==> src/bfs_pkg.sv <==
/*
  Shared constants, state enumeration and carrier structs for the boost LED
  fault supervisor. Assumes a single 50 MHz supervisory clock.
*/
`default_nettype none

package bfs_pkg;

  // ---------------------------------------------------------------------
  // Clock and timing
  // ---------------------------------------------------------------------
  localparam int unsigned CLK_MHZ          = 50;
  localparam int unsigned UV_DEGLITCH_NS   = 50000;
  // Least time: rounded up to whole cycles
  localparam int unsigned UV_CYCLES        =
    (UV_DEGLITCH_NS * CLK_MHZ + 999) / 1000;
  localparam int unsigned SHUTDOWN_MAX_NS  = 3000;
  // Longest time: rounded down; the design shuts down in one cycle
  localparam int unsigned SHUTDOWN_MAX_CYC =
    (SHUTDOWN_MAX_NS * CLK_MHZ) / 1000;
  localparam int unsigned CLEAR_CYCLES     = 32768;
  localparam int unsigned BLANK_CYCLES     = 255;
  localparam int unsigned BLANK_W          = 8;
  localparam int unsigned N_SINKS          = 4;

  // ---------------------------------------------------------------------
  // Register map (byte addresses)
  // ---------------------------------------------------------------------
  localparam logic [11:0] OFS_CTRL     = 12'h000;
  localparam logic [11:0] OFS_STATUS   = 12'h004;
  localparam logic [11:0] OFS_IRQ_STAT = 12'h008;
  localparam logic [11:0] OFS_IRQ_MASK = 12'h00c;

  localparam logic        RST_CTRL_BLANK = 1'b1;
  localparam logic [5:0]  RST_IRQ_MASK   = 6'h00;

  // Event / status bit positions
  localparam int unsigned EV_IN_OCP   = 0;
  localparam int unsigned EV_SEC_ILIM = 1;
  localparam int unsigned EV_SEC_OVP  = 2;
  localparam int unsigned EV_PRI_ILIM = 3;
  localparam int unsigned EV_LED_GND  = 4;
  localparam int unsigned EV_UV_OFF   = 5;
  localparam int unsigned N_EV        = 6;

  // ---------------------------------------------------------------------
  // Types
  // ---------------------------------------------------------------------
  typedef enum logic [2:0] {
    ST_UV_OFF,
    ST_IDLE,
    ST_SHORT_HOLD,
    ST_RUN,
    ST_LATCHED
  } bfs_state_e;

  typedef struct packed {
    logic               in_ocp;
    logic               sec_ilim;
    logic               sec_ovp;
    logic               pri_ilim;
    logic [N_SINKS-1:0] led_gnd_short;
    logic               uv_below_fall;
    logic               vin_above_rise;
    logic               sense_above_rise;
  } bfs_sense_s;

  typedef struct packed {
    logic               boost_on;
    logic               disconnect_on;
    logic [N_SINKS-1:0] sink_en;
    logic               fault_n;
    logic               bias_on;
    logic               clock_output_on;
  } bfs_drive_s;

endpackage : bfs_pkg

`default_nettype wire

==> src/bfs_fault_supervisor.sv <==
/*
  Fault supervisor for a boost LED driver: latched and auto-restart fault
  handling, undervoltage deglitch, latch clearing, APB registers and an
  interrupt. Comparator indications arrive synchronous to clk.
*/
// Behaviour
// - Secondary switch current limit shuts down at once and latches off
// - Input overcurrent shuts down within 3 us and latches
// - Input overcurrent pulls the fault flag
// - Input overcurrent drops disconnect gate drive and stays latched off
// - Enable above rising thresholds; disable after over 50 us below fall
// - Primary limit detector may be masked during startup blanking
// - Primary limit truncates on-time only; flag, disconnect, sinks untouched
// - Secondary limit drops disconnect, sinks, boost; sets flag; 32k clear
// - Input sense trip drops boost, disconnect, sinks; latched flag, 32k clear
// - Secondary overvoltage latches boost, disconnect, sinks off, flag set, 32k clear
// - LED grounded at dim start halts start; disconnect on, no flag
// - Falling undervoltage event clears every latched fault
// - Enable high, dim low 32k clears latches; bias and clock stay
// - A fault still present after clearing trips the latch again
// - Fault flag low while latched, high once cleared
`timescale 1ns/1ps
`default_nettype none

module bfs_fault_supervisor
  import bfs_pkg::*;
#(
  parameter int unsigned CLEAR_CNT = CLEAR_CYCLES,
  parameter int unsigned UV_CNT    = UV_CYCLES
) (
  input  wire logic        clk,
  input  wire logic        sys_rst,
  input  wire logic        en,
  input  wire logic        dim,
  input  wire logic        cycle_start,
  input  wire bfs_sense_s  sense,
  output var  bfs_drive_s  drive,
  output var  logic        irq,
  input  wire logic        psel,
  input  wire logic        penable,
  input  wire logic        pwrite,
  input  wire logic [11:0] paddr,
  input  wire logic [31:0] pwdata,
  output var  logic [31:0] prdata,
  output var  logic        pready,
  output var  logic        pslverr
);

  // -----------------------------------------------------------------------
  // State
  // -----------------------------------------------------------------------
  typedef struct packed {
    bfs_state_e         st;
    logic [2:0]         latch;
    logic               trunc;
    logic [BLANK_W-1:0] blank_cnt;
    logic               ctrl_blank;
    logic [N_EV-1:0]    irq_stat;
    logic [N_EV-1:0]    irq_mask;
    logic [31:0]        prdata;
    logic               dim_d;
    bfs_drive_s         drive;
  } bfs_core_s;

  bfs_core_s s_reg;
  bfs_core_s s_next;

  logic uv_done;
  logic clear_done;
  logic sleep_done;

  function automatic logic addr_hit(input logic [11:0] a);
    addr_hit = (a == OFS_CTRL) || (a == OFS_STATUS) ||
               (a == OFS_IRQ_STAT) || (a == OFS_IRQ_MASK);
  endfunction : addr_hit

  // STATUS packs state, truncation, timers and latches into one word
  function automatic logic [31:0] read_word(
    input logic [11:0] a,
    input bfs_core_s   s,
    input logic        asleep,
    input logic        uv_off
  );
    logic [31:0] w;
    w = 32'h0;
    case (a)
      OFS_CTRL: begin
        w[0] = s.ctrl_blank;
      end
      OFS_STATUS: begin
        w[8:6] = s.st;
        w[5]   = s.trunc;
        w[4]   = asleep;
        w[3]   = uv_off;
        w[2:0] = s.latch;
      end
      OFS_IRQ_STAT: begin
        w[N_EV-1:0] = s.irq_stat;
      end
      OFS_IRQ_MASK: begin
        w[N_EV-1:0] = s.irq_mask;
      end
      default: begin
        w = 32'h0;
      end
    endcase
    read_word = w;
  endfunction : read_word

  // -----------------------------------------------------------------------
  // Timers
  // -----------------------------------------------------------------------
  bfs_hold_timer #(.CYCLES(UV_CNT)) u_uv_timer (
    .clk     (clk),
    .sys_rst (sys_rst),
    .cond    (sense.uv_below_fall),
    .done    (uv_done)
  );

  // Restarts as soon as enable and dim are both high again
  bfs_hold_timer #(.CYCLES(CLEAR_CNT)) u_clear_timer (
    .clk     (clk),
    .sys_rst (sys_rst),
    .cond    (!en || !dim),
    .done    (clear_done)
  );

  bfs_hold_timer #(.CYCLES(CLEAR_CNT)) u_sleep_timer (
    .clk     (clk),
    .sys_rst (sys_rst),
    .cond    (!en),
    .done    (sleep_done)
  );

  // -----------------------------------------------------------------------
  // Next state
  // -----------------------------------------------------------------------
  logic            wr_acc;
  logic            rd_setup;
  logic [2:0]      trip;
  logic            pri_eff;
  logic            dim_rise;
  logic            live;
  logic [N_EV-1:0] ev;
  logic [N_EV-1:0] w1c;

  always_comb begin
    s_next   = s_reg;
    wr_acc   = psel && penable && pwrite && addr_hit(paddr);
    rd_setup = psel && !penable && !pwrite;
    dim_rise = dim && !s_reg.dim_d;
    live     = (s_reg.st != ST_UV_OFF);
    ev       = '0;
    w1c      = '0;

    s_next.dim_d = dim;

    // Latched faults are watched in every live state
    trip[EV_IN_OCP]   = live && sense.in_ocp;
    trip[EV_SEC_ILIM] = live && sense.sec_ilim;
    trip[EV_SEC_OVP]  = live && sense.sec_ovp;

    // The clear timer never beats a fault that is still present
    if (clear_done) begin
      s_next.latch = '0;
    end
    s_next.latch = s_next.latch | trip;
    ev[2:0]      = trip & ~s_reg.latch;

    // Blanking hides the primary limit early in soft start
    pri_eff = sense.pri_ilim &&
              !(s_reg.ctrl_blank && s_reg.blank_cnt != '0);
    if (s_reg.blank_cnt != '0) begin
      s_next.blank_cnt = s_reg.blank_cnt - BLANK_W'(1);
    end

    // On-time truncated until the next switching cycle begins
    if (s_reg.st == ST_RUN && pri_eff) begin
      s_next.trunc = 1'b1;
      ev[EV_PRI_ILIM] = !s_reg.trunc;
    end else if (cycle_start) begin
      s_next.trunc = 1'b0;
    end

    case (s_reg.st)
      ST_UV_OFF: begin
        // Below the falling level the rising level cannot be met either
        if (sense.vin_above_rise && sense.sense_above_rise &&
            !sense.uv_below_fall) begin
          s_next.st = ST_IDLE;
        end
      end
      ST_IDLE: begin
        if (s_next.latch != '0) begin
          s_next.st = ST_LATCHED;
        end else if (en && dim_rise) begin
          if (sense.led_gnd_short != '0) begin
            s_next.st      = ST_SHORT_HOLD;
            ev[EV_LED_GND] = 1'b1;
          end else begin
            s_next.st        = ST_RUN;
            s_next.blank_cnt = BLANK_W'(BLANK_CYCLES);
          end
        end
      end
      ST_SHORT_HOLD: begin
        if (s_next.latch != '0) begin
          s_next.st = ST_LATCHED;
        end else if (!en || !dim) begin
          s_next.st = ST_IDLE;
        end else if (sense.led_gnd_short == '0) begin
          s_next.st        = ST_RUN;
          s_next.blank_cnt = BLANK_W'(BLANK_CYCLES);
        end
      end
      ST_RUN: begin
        if (s_next.latch != '0) begin
          s_next.st = ST_LATCHED;
        end else if (!en || !dim) begin
          s_next.st = ST_IDLE;
        end
      end
      ST_LATCHED: begin
        if (s_next.latch == '0) begin
          s_next.st = ST_IDLE;
        end
      end
      default: begin
        s_next.st = ST_UV_OFF;
      end
    endcase

    // Deglitched undervoltage overrides everything
    if (live && uv_done) begin
      s_next.st     = ST_UV_OFF;
      s_next.latch  = '0;
      ev[EV_UV_OFF] = 1'b1;
    end

    // Outputs from the next state: one clock, far inside the 3 us budget
    s_next.drive.boost_on      = (s_next.st == ST_RUN) &&
                                 !s_next.trunc;
    s_next.drive.disconnect_on = en && (s_next.latch == '0) &&
      (s_next.st inside {ST_IDLE, ST_SHORT_HOLD, ST_RUN});
    s_next.drive.sink_en       = (s_next.st == ST_RUN) ?
                                 '1 : '0;
    s_next.drive.fault_n       = (s_next.latch == '0);
    // En high keeps bias up at once, before the sleep timer has fallen
    s_next.drive.bias_on       = !(sleep_done && !en);
    s_next.drive.clock_output_on = !(sleep_done && !en);

    // ---------------------------------------------------------------------
    // Register writes
    // ---------------------------------------------------------------------
    if (wr_acc && paddr == OFS_CTRL) begin
      s_next.ctrl_blank = pwdata[0];
    end
    if (wr_acc && paddr == OFS_IRQ_MASK) begin
      s_next.irq_mask = pwdata[N_EV-1:0];
    end
    if (wr_acc && paddr == OFS_IRQ_STAT) begin
      w1c = pwdata[N_EV-1:0];
    end
    // New events win over a simultaneous write-one-to-clear
    s_next.irq_stat = (s_reg.irq_stat & ~w1c) | ev;

    // Read data captured in the setup cycle
    if (rd_setup) begin
      s_next.prdata = read_word(paddr, s_reg, sleep_done, uv_done);
    end
  end

  // -----------------------------------------------------------------------
  // State register
  // -----------------------------------------------------------------------
  always_ff @(posedge clk) begin
    if (sys_rst) begin
      s_reg            <= '0;
      s_reg.st         <= ST_UV_OFF;
      s_reg.ctrl_blank <= RST_CTRL_BLANK;
      s_reg.irq_mask   <= RST_IRQ_MASK;
      s_reg.drive.fault_n         <= 1'b1;
      s_reg.drive.bias_on         <= 1'b1;
      s_reg.drive.clock_output_on <= 1'b1;
    end else begin
      s_reg <= s_next;
    end
  end

  // -----------------------------------------------------------------------
  // Outputs
  // -----------------------------------------------------------------------
  assign drive   = s_reg.drive;
  assign irq     = |(s_reg.irq_stat & s_reg.irq_mask);
  assign prdata  = s_reg.prdata;
  // Zero wait states keep the slave simple; every access ends in one cycle
  assign pready  = 1'b1;
  assign pslverr = psel && penable && !addr_hit(paddr);

endmodule : bfs_fault_supervisor

`default_nettype wire

==> src/bfs_hold_timer.sv <==
/*
  Consecutive-cycle hold timer. Output goes high once the condition has
  been true for more than CYCLES clocks and falls with the condition.
  Assumes a synchronous, active-high reset.
*/
`timescale 1ns/1ps
`default_nettype none

module bfs_hold_timer
  import bfs_pkg::*;
#(
  parameter int unsigned CYCLES = 16,
  parameter int unsigned W      = $clog2(CYCLES + 1)
) (
  input  wire logic clk,
  input  wire logic sys_rst,
  input  wire logic cond,
  output var  logic done
);

  typedef struct packed {
    logic [W-1:0] cnt;
    logic         done;
  } bfs_timer_s;

  localparam logic [W-1:0] LIMIT = W'(CYCLES);

  bfs_timer_s st_reg;
  bfs_timer_s st_next;

  always_comb begin
    st_next = st_reg;
    if (!cond) begin
      st_next.cnt  = '0;
      st_next.done = 1'b0;
    end else if (st_reg.cnt == LIMIT) begin
      st_next.done = 1'b1;
    end else begin
      st_next.cnt = st_reg.cnt + W'(1);
    end
  end

  always_ff @(posedge clk) begin
    if (sys_rst) begin
      st_reg <= '0;
    end else begin
      st_reg <= st_next;
    end
  end

  assign done = st_reg.done;

endmodule : bfs_hold_timer

`default_nettype wire

==> config.mk <==
export PLATFORM = sky130hd
export DESIGN_NAME = bfs_fault_supervisor
export DESIGN_NICKNAME = d
export VERILOG_FILES = /design/src/bfs_pkg.sv /design/src/bfs_fault_supervisor.sv /design/src/bfs_hold_timer.sv
export SDC_FILE = /design/constraint.sdc
export NUM_CORES = 1
export LEC_CHECK = 0
export ABC_AREA = 0
export ABC_CLOCK_PERIOD_IN_PS = 2000
export BUFFER_PORTS_ARGS = -buffer_cell sky130_fd_sc_hd__buf_4
export CAP_MARGIN = 5
export CORE_UTILIZATION = 51
export CTS_BUF_LIST = sky130_fd_sc_hd__clkbuf_2 sky130_fd_sc_hd__clkbuf_4 sky130_fd_sc_hd__clkbuf_8
export CTS_CLUSTER_DIAMETER = 80
export DETAILED_ROUTE_END_ITERATION = 6
export PLACE_DENSITY = 0.81
export SYNTH_ARGS = -nofsm -noshare
export SYNTH_HDL_FRONTEND = slang
export SYNTH_HIERARCHICAL = 1
export SYNTH_SLANG_ARGS = --single-unit
==> constraint.sdc <==
create_clock -name clk -period 2 [get_ports clk]
set_clock_uncertainty 0.15 [all_clocks]
set_input_delay 0.1 -clock clk [delete_from_list [all_inputs] [get_ports clk]]
set_output_delay 0.1 -clock clk [all_outputs]
set_load 0.005 [all_outputs]
Yosys cells after proc, flatten, opt, wreduce, memory -nomap -nowiden
Cells that the tools add are included.

storage, ports and cells
  flip-flop bits (word level) = 93
  bits of input ports = 63
  output and inout port bits = 44
  logic and storage cells = 133

operators by class
  add/sub/neg operators = 4
  eq/ne operators = 13
  multiplexer cells = 34
  bitwise logic cells = 9
  reductions and logical operators = 53

operator list
  cell                                                  number
  2-to-1 mux 8 bit                                      7
  2-to-1 mux 3 bit                                      11
  adder 16 x 1 -> 16 bit, second input constant         2
  equality test 16 bit, second input constant           2
  equality test 12 x 4 -> 1 bit, second input constant  2
  logical AND 1 bit                                     24
  case mux 8 bit (2 select lines)                       1
  case mux 3 bit (5 select lines)                       1
  case mux 5 bit (3 select lines)                       1
  adder 12 x 1 -> 12 bit, second input constant         1
  bitwise AND 6 bit                                     2
  equality test 12 bit, second input constant           1
  equality test 12 x 3 -> 1 bit, second input constant  1
  equality test 3 x 2 -> 1 bit, second input constant   4
  logical NOT 12 bit                                    1
  2-to-1 mux 6 bit                                      2
  logical NOT 1 bit                                     11
  logical NOT 3 bit                                     3
  2-to-1 mux 1 bit                                      9
  nonzero test 3 bit                                    3
  nonzero test 8 bit                                    1
  subtractor 8 x 1 -> 8 bit, second input constant      1
  equality test 3 x 1 -> 1 bit, second input constant   2
  inverter 6 bit                                        1
  other kinds (13)                                      19

Longest topological paths before layout
Gate-level depths: netlist (run 1).

  word-level depth = 10
  gate-level depth with buffers = 7
  depth with buffers taken out = 6

Cells and area by module
Netlist (run 1), hierarchy kept.

modules (own cells, without submodules)
  module                              instances  cells an instance  area an instance (um^2)  seq. area each (um^2)
  bfs_fault_supervisor                1          283                2406.1                   860.8
  bfs_hold_timer (u_clear_timer ...)  2          89                 828.3                    340.3
  bfs_hold_timer (u_uv_timer)         1          73                 660.6                    260.2

Worst setup path after synthesis (run 1)
OpenSTA, ideal clock, no wires.

  kind = reg-to-reg
  start = register s_reg[59] (netlist bit)
  end = register s_reg[56] (netlist bit)
  setup time = 67 ps
  data arrival time = 1795 ps
  required time = 1783 ps
  slack = -13 ps
  cell stages (with the launch flop) = 6
  path buffers = 1
  clock period less this slack = 2013 ps
  cells stage by stage = dfxtp_1 > or4_1 > or4_1 > buf_2 > mux2_4 > a21oi_2

on the way
  word-level cells in the longest chain between the ends = 6
  elaborated cells on any way between the ends = 9
  those cells by class = mux (8); reduce/logical (1)

RTL lines
  what                                        line                                                      text
  start: declaration                          bfs_fault_supervisor.sv:65                                bfs_core_s s_reg;
  start signal: assignment                    bfs_fault_supervisor.sv:286                               s_reg <= s_next;
  nonzero test 8 bit (*)                      bfs_fault_supervisor.sv:173                               if (s_reg.blank_cnt != '0) begin
  2-to-1 mux 8 bit (*)                        bfs_fault_supervisor.sv:173
  2-to-1 mux 8 bit, on equally long branches  bfs_fault_supervisor.sv:211, bfs_fault_supervisor.sv:197
  2-to-1 mux 8 bit, on equally long branches  bfs_fault_supervisor.sv:209, bfs_fault_supervisor.sv:196
  2-to-1 mux 8 bit, on equally long branches  bfs_fault_supervisor.sv:207, bfs_fault_supervisor.sv:194
  case mux 8 bit (2 select lines) (*)         bfs_fault_supervisor.sv:185                               case (s_reg.st)

Mark *: on every way between the ends. The rest lies on a longest branch, timed or not.
A chain may end at the register's enable or synchronous reset.

Worst setup path after layout (run 1)
Same ends and word-level chain as after synthesis.

==> results of run 1 <==
==> power by group through the flow <==
stage / clock [mW] / sequential, mW / combinational (mW)
floorplan: 0 / 2.01 / 0.669
detailed placement: 0 / 2.03 / 0.884
global route: 1.33 / 2.01 / 1.09
global placement: 0 / 2.02 / 0.845
CTS: 1.26 / 1.99 / 0.943
finish: 1.23 / 2.00 / 1.00
==> worst max-delay path by stage <==
stage,from,endpoint,slack (ps)
final,s_reg[59],s_reg[56],60
after global placement,s_reg[59],s_reg[55],50
after detailed placement,s_reg[59],s_reg[55],9
after CTS,s_reg[59],s_reg[55],5
after floorplan,s_reg[59],s_reg[56],-10
after global routing,s_reg[68],drive[8],9
==> through the flow <==
step	utilization, %	hold slack [ps]	instance area (um^2)	TNS, ps	power, mW
6_report	62.1	26.0	5500	0	4.23
2_1_floorplan	-	59.7	4810	-12.6	2.67
4_1_cts	61.8	5.71	5470	0	4.19
5_1_grt	62.1	24.8	5500	0	4.43
3_3_place_gp	57.5	162	5080	0	2.86
3_5_place_dp	57.5	163	5080	0	2.91
==> layout make-up <==
class	count	area [um^2]
tap	108	135
timing repair buffer	92	742
inverter	26	97.6
fill	745	3350
sequential	90	1800
clock buffer	12	153
multi-input combinational	378	2530
clock inverter	3	40.0
==> worst register-to-register path: cells and delay by family, from the launching register on <==
| family | cells | cell delay, ps |
|---|---|---|
| simple gates | 2 | 980 |
| compound gates | 1 | 120 |
| flops | 1 | 320 |
| mux | 1 | 320 |
==> Yosys cell counts (8+ instances only) <==
master,n
dfxtp_1,90
nor2_1,48
buf_4,43
nand2_1,35
a21oi_1,32
inv_1,26
nand3_1,25
xnor2_1,22
nor3_1,18
clkbuf_1,17
nor4_1,14
mux2i_1,12
nand4_1,10
ha_1,8
or4_1,8
xor2_1,8
==> routing by layer <==
layer	GRT usage (%)	routed length, um	part of all wire (%)
met3	4.72	570	5.4
met4	8.96	281	2.7
met2	38.1	5080	49
met5	0	0	0
met1	27.4	4540	43
==> kinds of logic after synthesis <==
kind of cell | Yosys count | synth area share, %
compound gates | 86 | 12.1
xor+xnor | 30 | 5.56
fa+ha+maj | 8 | 2.12
buf+inv | 88 | 10.5
flops | 90 | 38.1
mux | 20 | 4.77
other cells | 2 | 0.159
simple gates | 210 | 26.6
==> repair_timing <==
item | in CTS | in global routing
pin swaps | 0 | 1
endpoints found under the setup margin | 1 | 5
hold endpoints to repair | 28 | 0
setup buffers | 0 | 1
hold buffers | 19 | 0
gates resized for setup | 1 | 4
==> metrics.csv, run 1 <==
metric,value,unit
fin crit share,97.2,%
most frequent cells in the layout,"dfxtp_1 (90), buf_4 (72), nor2_1 (48)",
unrepaired setup endpoints after global routing,no,
pins over their slew limit,0,
"Distinct cells, synth",64,
"slowest stage delay, CP",530,ps
final setup vio count,0,
sw power,1.19,mW
worst vdd rail ir drop,570,uV
Placement Setup Slack,9.47,ps
Slew HR,63.7,%
WP depth,4,
Initial Util,53.4,%
largest net degree at the start of global routing,41,
clk buf depth,2,
CP Max Fanout,2,
die footprint,0.00965,mm^2
Skew-Pair Late Insertion Delay,350,ps
"Cell Count, Final, Fillers Out",709,
"Hold Vio Cnt, Final",0,
crit-path leading delay family,simple AND/OR/NAND/NOR gates,
total gr overflow,0,
Yosys reg bits,90,
initial DRC count,220,
violated checks,design-rule violations,
# IOs,107,
power share of the clock group,29.1,%
Sw Share,28.1,%
fmax,514,MHz
actual slew at the worst max-slew pin,540,ps
GPL Wtd Cong,0.829,
initial antenna violation count,1,
root buffer cell,clkbuf_8,
final WL,10500,um
Reg2Reg Capture Point,s_reg[56],
Min-Delay Endpoint,s_reg[9],
critical path class,flop to flop,
DR WL/cell,14.8,um
share of layout cells above drive strength 1,20.0,%
Startpoint Class,flop,
H-tree Lvls,3,
Die Ht,98.2,um
origin of the critical flop-to-flop path,s_reg[59],
Yosys top cell area share,38.1,%
setup ws final,55.2,ps
HPWL Detailed,7500,um
Worst Path Buf+Inv,0,
combinational power share,23.6,%
top_reg_cell synth,dfxtp_1,
Avg Vias per Cell,5.61,
core area,0.00885,mm^2
clk sinks,90,
hold depth,2,
fin crit period,1940,ps
DRC Markers,7,
Area contributors post-synth,"dfxtp_1 (38%), buf_4 (6.8%), xnor2_1 (4.1%)",
Sequential Power Share,47.2,%
detailed-route via count,3976,
vias in the first global route,3811,
max FFs per register,29,
chip width,98.2,um
Placed Cells,674,
Post-synth ARST share,0,%
syn avg cell area,8.85,um^2
max-cap violations,0,
final net count,668,
min-delay src,sys_rst,
Area Growth Syn to Fin,16.4,%
R2R cell count,4,
Required @ worst endpoint,2140,ps
Leak,2.13,nW
outcome,finished with violations,
synthesized cell area,0.00472,mm^2
first-pass GRT wire length,17500,um
most common library cell in the layout ignoring fill and taps,dfxtp_1,
first-pass iteration count of the detailed router,7,
ANT cells,0,
placement row count,34,
Antenna Nets Post-Route,0,
CTS tree,yes,
Worst-path clk slew,80,ps
Synth Instances,534,
Synth Warn #,6,
CP max-delay cell,or4_4,
Synth area leader,dfxtp_1,
Num CTS Buffers,9,
Pint,3.04,mW
worst path cell trace,"or4_4, or4_4, mux2_4, a21oi_2",
gr usage total,22.3,%
"Seq/Total Area, Yosys",38.1,%
r2r setup slk,60,ps
Power Density,770,mW/mm^2
Worst Path Arrival,2080,ps
port bufs,56,
"EDFF count, synth",0,
Tightest Hold Check Type,input port to flop,
cell mode on critical path,or4_4,
Setup crit end kind,flop,
No activity file was read; power rests on OpenSTA's default activity.
==> run 2: changes to the inputs <==
--- a/config.mk
+++ b/config.mk
@@ -9,12 +9,11 @@
 export ABC_CLOCK_PERIOD_IN_PS = 2000
 export BUFFER_PORTS_ARGS = -buffer_cell sky130_fd_sc_hd__buf_4
 export CAP_MARGIN = 5
-export CORE_UTILIZATION = 51
+export CORE_UTILIZATION = 50
 export CTS_BUF_LIST = sky130_fd_sc_hd__clkbuf_2 sky130_fd_sc_hd__clkbuf_4 sky130_fd_sc_hd__clkbuf_8
 export CTS_CLUSTER_DIAMETER = 80
 export DETAILED_ROUTE_END_ITERATION = 6
-export PLACE_DENSITY = 0.81
+export PLACE_DENSITY = 0.8
 export SYNTH_ARGS = -nofsm -noshare
 export SYNTH_HDL_FRONTEND = slang
-export SYNTH_HIERARCHICAL = 1
 export SYNTH_SLANG_ARGS = --single-unit
==> run 2 against run 1 <==
  * The flow now finishes without violations
  * Combinational power shrank 29%
  * Global-route usage shrank 1.3 points
  * Routed wire length fell by 4.1%
  * Critical endpoint is now s_reg[50]
  * Highest routed layer unchanged
==> metrics.csv, run 2 <==
metric,value,unit,change
# IOs,107,,unchanged
Synth Instances,528,,-1.1%
"Distinct cells, synth",57,,-11%
DRC Markers,0,,-7
first-pass iteration count of the detailed router,4,,-3
Worst-path clk slew,90,ps,about the same
fin crit period,1950,ps,+2.57 ps
outcome,"finished, final reports clean",,
CP max-delay cell,dlygate4sd3_1,,
actual slew at the worst max-slew pin,616,ps,+75.8 ps
"slowest stage delay, CP",580,ps,+50 ps
"Hold Vio Cnt, Final",0,,unchanged
Post-synth top cells,"dfxtp_1 (90), a21oi_1 (44), buf_4 (42), nor2_1 (42), nand2_1 (37)",,
HPWL Detailed,6730,um,-10%
most frequent cells in the layout,"dfxtp_1 (90), buf_4 (60), a21oi_1 (44)",,
Setup crit end kind,flop,,
share of layout cells above drive strength 1,16.7,%,-3.2 points
worst path cell trace,"or3_1, nand3b_1, a21oi_1, dlygate4sd3_1",,
Avg Vias per Cell,5.54,,-1.2%
max-cap violations,0,,unchanged
Worst Path Buf+Inv,1,,+1
Leak,2.05,nW,-3.7%
Synth Warn #,0,,-6
CP Max Fanout,6,,+4
largest net degree at the start of global routing,34,,-17%
clk sinks,90,,unchanged
Post-synth ARST share,0,%,unchanged
top_reg_cell synth,dfxtp_1,,
GPL Wtd Cong,0.838,,+1.1%
placement row count,34,,unchanged
gr usage total,21.1,%,-1.3 points
final net count,664,,-0.60%
"EDFF count, synth",0,,unchanged
DR WL/cell,14.2,um,-3.7%
Power Density,762,mW/mm^2,-0.92%
clk buf depth,2,,unchanged
CTS tree,yes,,
first-pass GRT wire length,16400,um,-6.2%
vias in the first global route,3697,,-3.0%
port bufs,56,,unchanged
initial DRC count,181,,-18%
most common library cell in the layout ignoring fill and taps,dfxtp_1,,
fin crit share,97.4,%,+0.13 points
Area contributors post-synth,"dfxtp_1 (40%), buf_4 (7.0%), a21oi_1 (4.9%)",,
unrepaired setup endpoints after global routing,no,,
Startpoint Class,flop,,
Required @ worst endpoint,2100,ps,-40 ps
initial antenna violation count,0,,-1
crit-path leading delay family,simple AND/OR/NAND/NOR gates,,
final setup vio count,0,,unchanged
Placement Setup Slack,131,ps,+122 ps
final WL,10000,um,-4.1%
core area,0.00872,mm^2,-1.4%
die footprint,0.00942,mm^2,-2.4%
Num CTS Buffers,9,,unchanged
fmax,514,MHz,-0.13%
critical path class,flop to flop,,
hold_ws,24.6,ps,-1.47 ps
total gr overflow,0,,unchanged
Worst Path Arrival,2050,ps,-30 ps
Slew HR,58.6,%,-5.1 points
Die Ht,97.1,um,-1.2%
synthesized cell area,0.00452,mm^2,-4.3%
worst vdd rail ir drop,429,uV,-25%
top-count cell post-synth,dfxtp_1,,
max FFs per register,29,,unchanged
setup TNS,0,ps,unchanged
chip width,97.1,um,-1.2%
setup ws final,52.7,ps,-2.57 ps
Initial Util,51.8,%,-1.6 points
"Seq/Total Area, Yosys",39.9,%,+1.7 points
Skew-Pair Late Insertion Delay,360,ps,about the same
Yosys top cell area share,39.9,%,+1.7 points
Antenna Nets Post-Route,0,,unchanged
syn avg cell area,8.56,um^2,-3.2%
H-tree Lvls,3,,unchanged
Synth area leader,dfxtp_1,,
ANT cells,0,,unchanged
Yosys reg bits,90,,unchanged
pins over their slew limit,0,,unchanged
Tightest Hold Check Type,input port to flop,,
Area Growth Syn to Fin,17.9,%,
detailed-route via count,3911,,-1.6%
root buffer cell,clkbuf_8,,
run 2: cell count changes after synthesis, moves of 7 or more:
| cell | change |
|---|---|
| mux2i_1 | -8 |
| or3_1 | +7 |
| clkbuf_1 | -9 |
| o21ai_0 | +22 |
| a21oi_1 | +12 |
| xor2_1 | +8 |
| xnor2_1 | -8 |
run 2: what timing repair did:
action / CTS / global route
setup buffers: 0 / 1
resized for setup: 0 / 3
hold endpoints to repair: 37 / 0
hold buffers: 29 / 0
endpoints found under the setup margin: 0 / 6
run 2: cells by family (layout without fill, tap and decap cells):
family	after synthesis	after routing	share of synthesized area, %
fa+ha+maj	8	8	2.21
buf+inv	79	127	10.4
other cells	2	24	0.166
xor+xnor	30	30	5.81
simple gates	210	210	25.3
mux	11	11	2.88
compound gates	98	98	13.3
flops	90	90	39.9
run 2: path summary, 6_finish.rpt:
| kind | from | endpoint | depth (start not counted) | slack, ps |
|---|---|---|---|---|
| max | s_reg[69] | s_reg[50] | 4 | 50 |
| min | sense[7] | s_reg[63] | 4 | 20 |
| max reg2reg | s_reg[69] | s_reg[50] | 4 | 50 |
| min reg2reg | prdata[7] | prdata[7] | 2 | 310 |
run 2: final cells by class:
class | count | area (um^2)
inverters | 22 | 82.6
clock inverters | 6 | 91.3
multi-input cells | 381 | 2340
flip-flops and latches | 90 | 1800
repair buffers | 89 | 741
fillers | 734 | 3390
well taps | 108 | 135
clock buffers | 10 | 131
run 2: per-stage QoR:
step	power, mW	cell area, um^2	utilization [%]	instances
detailed placement	2.68	4790	54.9	660
floorplan	2.53	4600	-	550
finish	4.06	5330	61.1	706
global route	4.25	5330	61.1	706
global placement	2.64	4790	54.9	660
CTS	4.07	5300	60.8	705
run 2: routing by layer:
metal | wire (um) | part of all wire [%] | vias to the layer above | track usage [%]
met5 | 0 | 0 | - | 0
met2 | 5080 | 51 | 133 | 36.9
met4 | 237 | 2.4 | 0 | 10.9
li1 | - | - | 1933 | -
met1 | 4230 | 42 | 1824 | 24.9
met3 | 493 | 4.9 | 21 | 3.02
run 2: power by group:
group | internal (mW) | switching (mW)
Clock | 0.720 | 0.657
Sequential | 1.88 | 0.0983
Combinational | 0.350 | 0.362
Total | 2.94 | 1.12
run 2: worst min-delay path: stages:
cell	delay, ps
buf_4	110
nand4b_1	110
a21o_1	100
a21oi_1	60
==> run 3: changes to the inputs <==
--- a/config.mk
+++ b/config.mk
@@ -9,11 +9,11 @@
 export ABC_CLOCK_PERIOD_IN_PS = 2000
 export BUFFER_PORTS_ARGS = -buffer_cell sky130_fd_sc_hd__buf_4
 export CAP_MARGIN = 5
-export CORE_UTILIZATION = 50
-export CTS_BUF_LIST = sky130_fd_sc_hd__clkbuf_2 sky130_fd_sc_hd__clkbuf_4 sky130_fd_sc_hd__clkbuf_8
+export CORE_UTILIZATION = 49
+export CTS_BUF_LIST = sky130_fd_sc_hd__clkbuf_16
 export CTS_CLUSTER_DIAMETER = 80
 export DETAILED_ROUTE_END_ITERATION = 6
-export PLACE_DENSITY = 0.8
+export PLACE_DENSITY = 0.79
 export SYNTH_ARGS = -nofsm -noshare
 export SYNTH_HDL_FRONTEND = slang
 export SYNTH_SLANG_ARGS = --single-unit
==> run 3 against run 2 <==
  * The run now ends with design-rule violations left
  * Critical path depth unchanged
  * Final area decreased by 1.1%
  * First-iteration DRC count increased by 20%
  * Sequential share of layout area increased by 0.38 points
  * Critical path type unchanged
  * Die area increased by 2.0%
  * Sequential power about the same
  * Non-clock buffer count decreased by 16
  * Cell count decreased by 2.4%
  * Worst setup slack improved by 92 ps
  * Highest routed layer unchanged
  * Largest power group unchanged
  * Total power increased by 12%
==> metrics.csv, run 3 (synthesis gave the netlist of run 2 again) <==
metric,value,unit,change
Avg Vias per Cell,5.59,,+0.92%
Power Density,866,mW/mm^2,+14%
initial DRC count,218,,+20%
outcome,finished with violations,,
"Cell Count, Final, Fillers Out",689,,-2.4%
Reg2Reg Capture Point,drive[8],,
GPL Wtd Cong,0.856,,+2.2%
violated checks,design-rule violations,,
worst path cell trace,"or3_1, a22oi_4, o2111ai_2, and4bb_1",,
pins over their slew limit,0,,unchanged
unrepaired setup endpoints after global routing,no,,
"slowest stage delay, CP",530,ps,-50 ps
max-cap violations,0,,unchanged
"Hold Vio Cnt, Final",0,,unchanged
CP max-delay cell,or3_1,,
critical path startpoint,s_reg[69],,
port bufs,56,,unchanged
max FFs per register,29,,unchanged
clk buf depth,2,,unchanged
r2r setup slk,140,ps,+90 ps
share of layout cells above drive strength 1,16.0,%,-0.72 points
# IOs,107,,unchanged
Antenna Nets Post-Route,0,,unchanged
core area,0.00881,mm^2,+0.98%
CP Max Fanout,6,,unchanged
actual slew at the worst max-slew pin,639,ps,+23.3 ps
CTS tree,yes,,
Fillers,735,,+0.14%
Tightest Hold Check Type,input port to flop,,
hold depth,4,,unchanged
placement row count,34,,unchanged
WP depth,4,,unchanged
Min-Delay Endpoint,s_reg[59],,
fin crit share,92.8,%,-4.6 points
fin area,0.00527,mm^2,-1.1%
Placed Cells,659,,-0.15%
die footprint,0.00961,mm^2,+2.0%
vias in the first global route,3572,,-3.4%
ANT cells,0,,unchanged
Slew HR,57.3,%,-1.3 points
total gr overflow,0,,unchanged
Worst Path Arrival,1980,ps,-70 ps
root buffer cell,clkbuf_16,,
detailed-route via count,3852,,-1.5%
final WL,9950,um,-0.88%
most frequent cells in the layout,"dfxtp_1 (90), buf_4 (58), a21oi_1 (44)",,
Worst Path Buf+Inv,0,,-1
gr usage total,21.3,%,+0.25 points
initial antenna violation count,0,,unchanged
worst vdd rail ir drop,474,uV,+10%
Post-CTS Setup Inserts,0,,unchanged
R2R cell count,4,,unchanged
Startpoint Class,flop,,
setup TNS,0,ps,unchanged
Area after DPL,0.00478,mm^2,-0.16%
chip width,98.0,um,+0.99%
HPWL Detailed,6820,um,+1.2%
fmax,539,MHz,+4.9%
largest net degree at the start of global routing,34,,unchanged
critical path class,flop to flop,,
fin crit period,1860,ps,-91.8 ps
crit-path leading delay family,simple AND/OR/NAND/NOR gates,,
Initial Util,51.3,%,-0.50 points
final net count,648,,-2.4%
Die Ht,98.0,um,+0.99%
Num CTS Buffers,9,,unchanged
origin of the critical flop-to-flop path,s_reg[69],,
Worst-path clk slew,60,ps,-30 ps
final setup vio count,0,,unchanged
clk sinks,90,,unchanged
first-pass GRT wire length,16500,um,+0.38%
first-pass iteration count of the detailed router,7,,+3
most common library cell in the layout ignoring fill and taps,dfxtp_1,,
Skew-Pair Late Insertion Delay,330,ps,-30 ps
DRC Markers,11,,+11
DR WL/cell,14.4,um,+1.6%
Required @ worst endpoint,2130,ps,+30 ps
Leak,2.02,nW,-1.7%
min-delay src,sense[5],,
Setup crit end kind,flop,,
Area Growth Syn to Fin,16.6,%,
Pwr Total,4.56,mW,+12%
H-tree Lvls,3,,unchanged
## run 3: layout make-up
type / instances / area, um^2 / share of cell area, %
Timing Repair Buffer: 73 / 586 / 11.1
Inverter: 22 / 82.6 / 1.57
Sequential cell: 90 / 1800 / 34.2
Clock buffer: 9 / 225 / 4.28
Multi-Input combinational cell: 381 / 2330 / 44.3
Clock inverter: 6 / 106 / 2.02
Tap cell: 108 / 135 / 2.57
## run 3: report_power, final
group	switching, mW	internal [mW]
combinational	0.356	0.338
clock	0.684	1.21
sequential	0.101	1.88
## run 3: worst min-delay path: stages
cell and delay (ps):
buf_4 80, nor4_1 70, o2111ai_4 130, a21oi_1 70
## run 3: metrics by stage
stage	util, %	setup slack [ps]	hold WS, ps
after floorplan	-	302	78.2
after global placement	54.3	208	210
after detailed placement	54.3	189	230
after CTS	59.8	162	7.24
after global routing	59.8	19.2	12.7
final	59.8	145	18.1
## run 3: repair_timing
item | 4_1_cts | 5_1_grt
endpoints found under the hold margin | 26 | 0
resized for setup | 0 | 1
hold buffers | 15 | 0
endpoints found under the setup margin | 0 | 1
## run 3: how the worst max path moves through the flow
stage | slack, ps | end
2_1_floorplan | 300 | u_uv_timer.st_reg[2]
3_3_place_gp | 210 | s_reg[51]
3_5_place_dp | 190 | drive[8]
4_1_cts | 160 | drive[8]
5_1_grt | 20 | s_reg[56]
6_report | 140 | drive[8]
## run 3: routing by layer
metal	share of wire (%)	global-route usage [%]	vias up
met5	0	0	-
met4	2.1	8.74	0
met3	5.2	5.87	21
met2	50	36.8	117
met1	43	24.9	1815
li1	-	-	1899
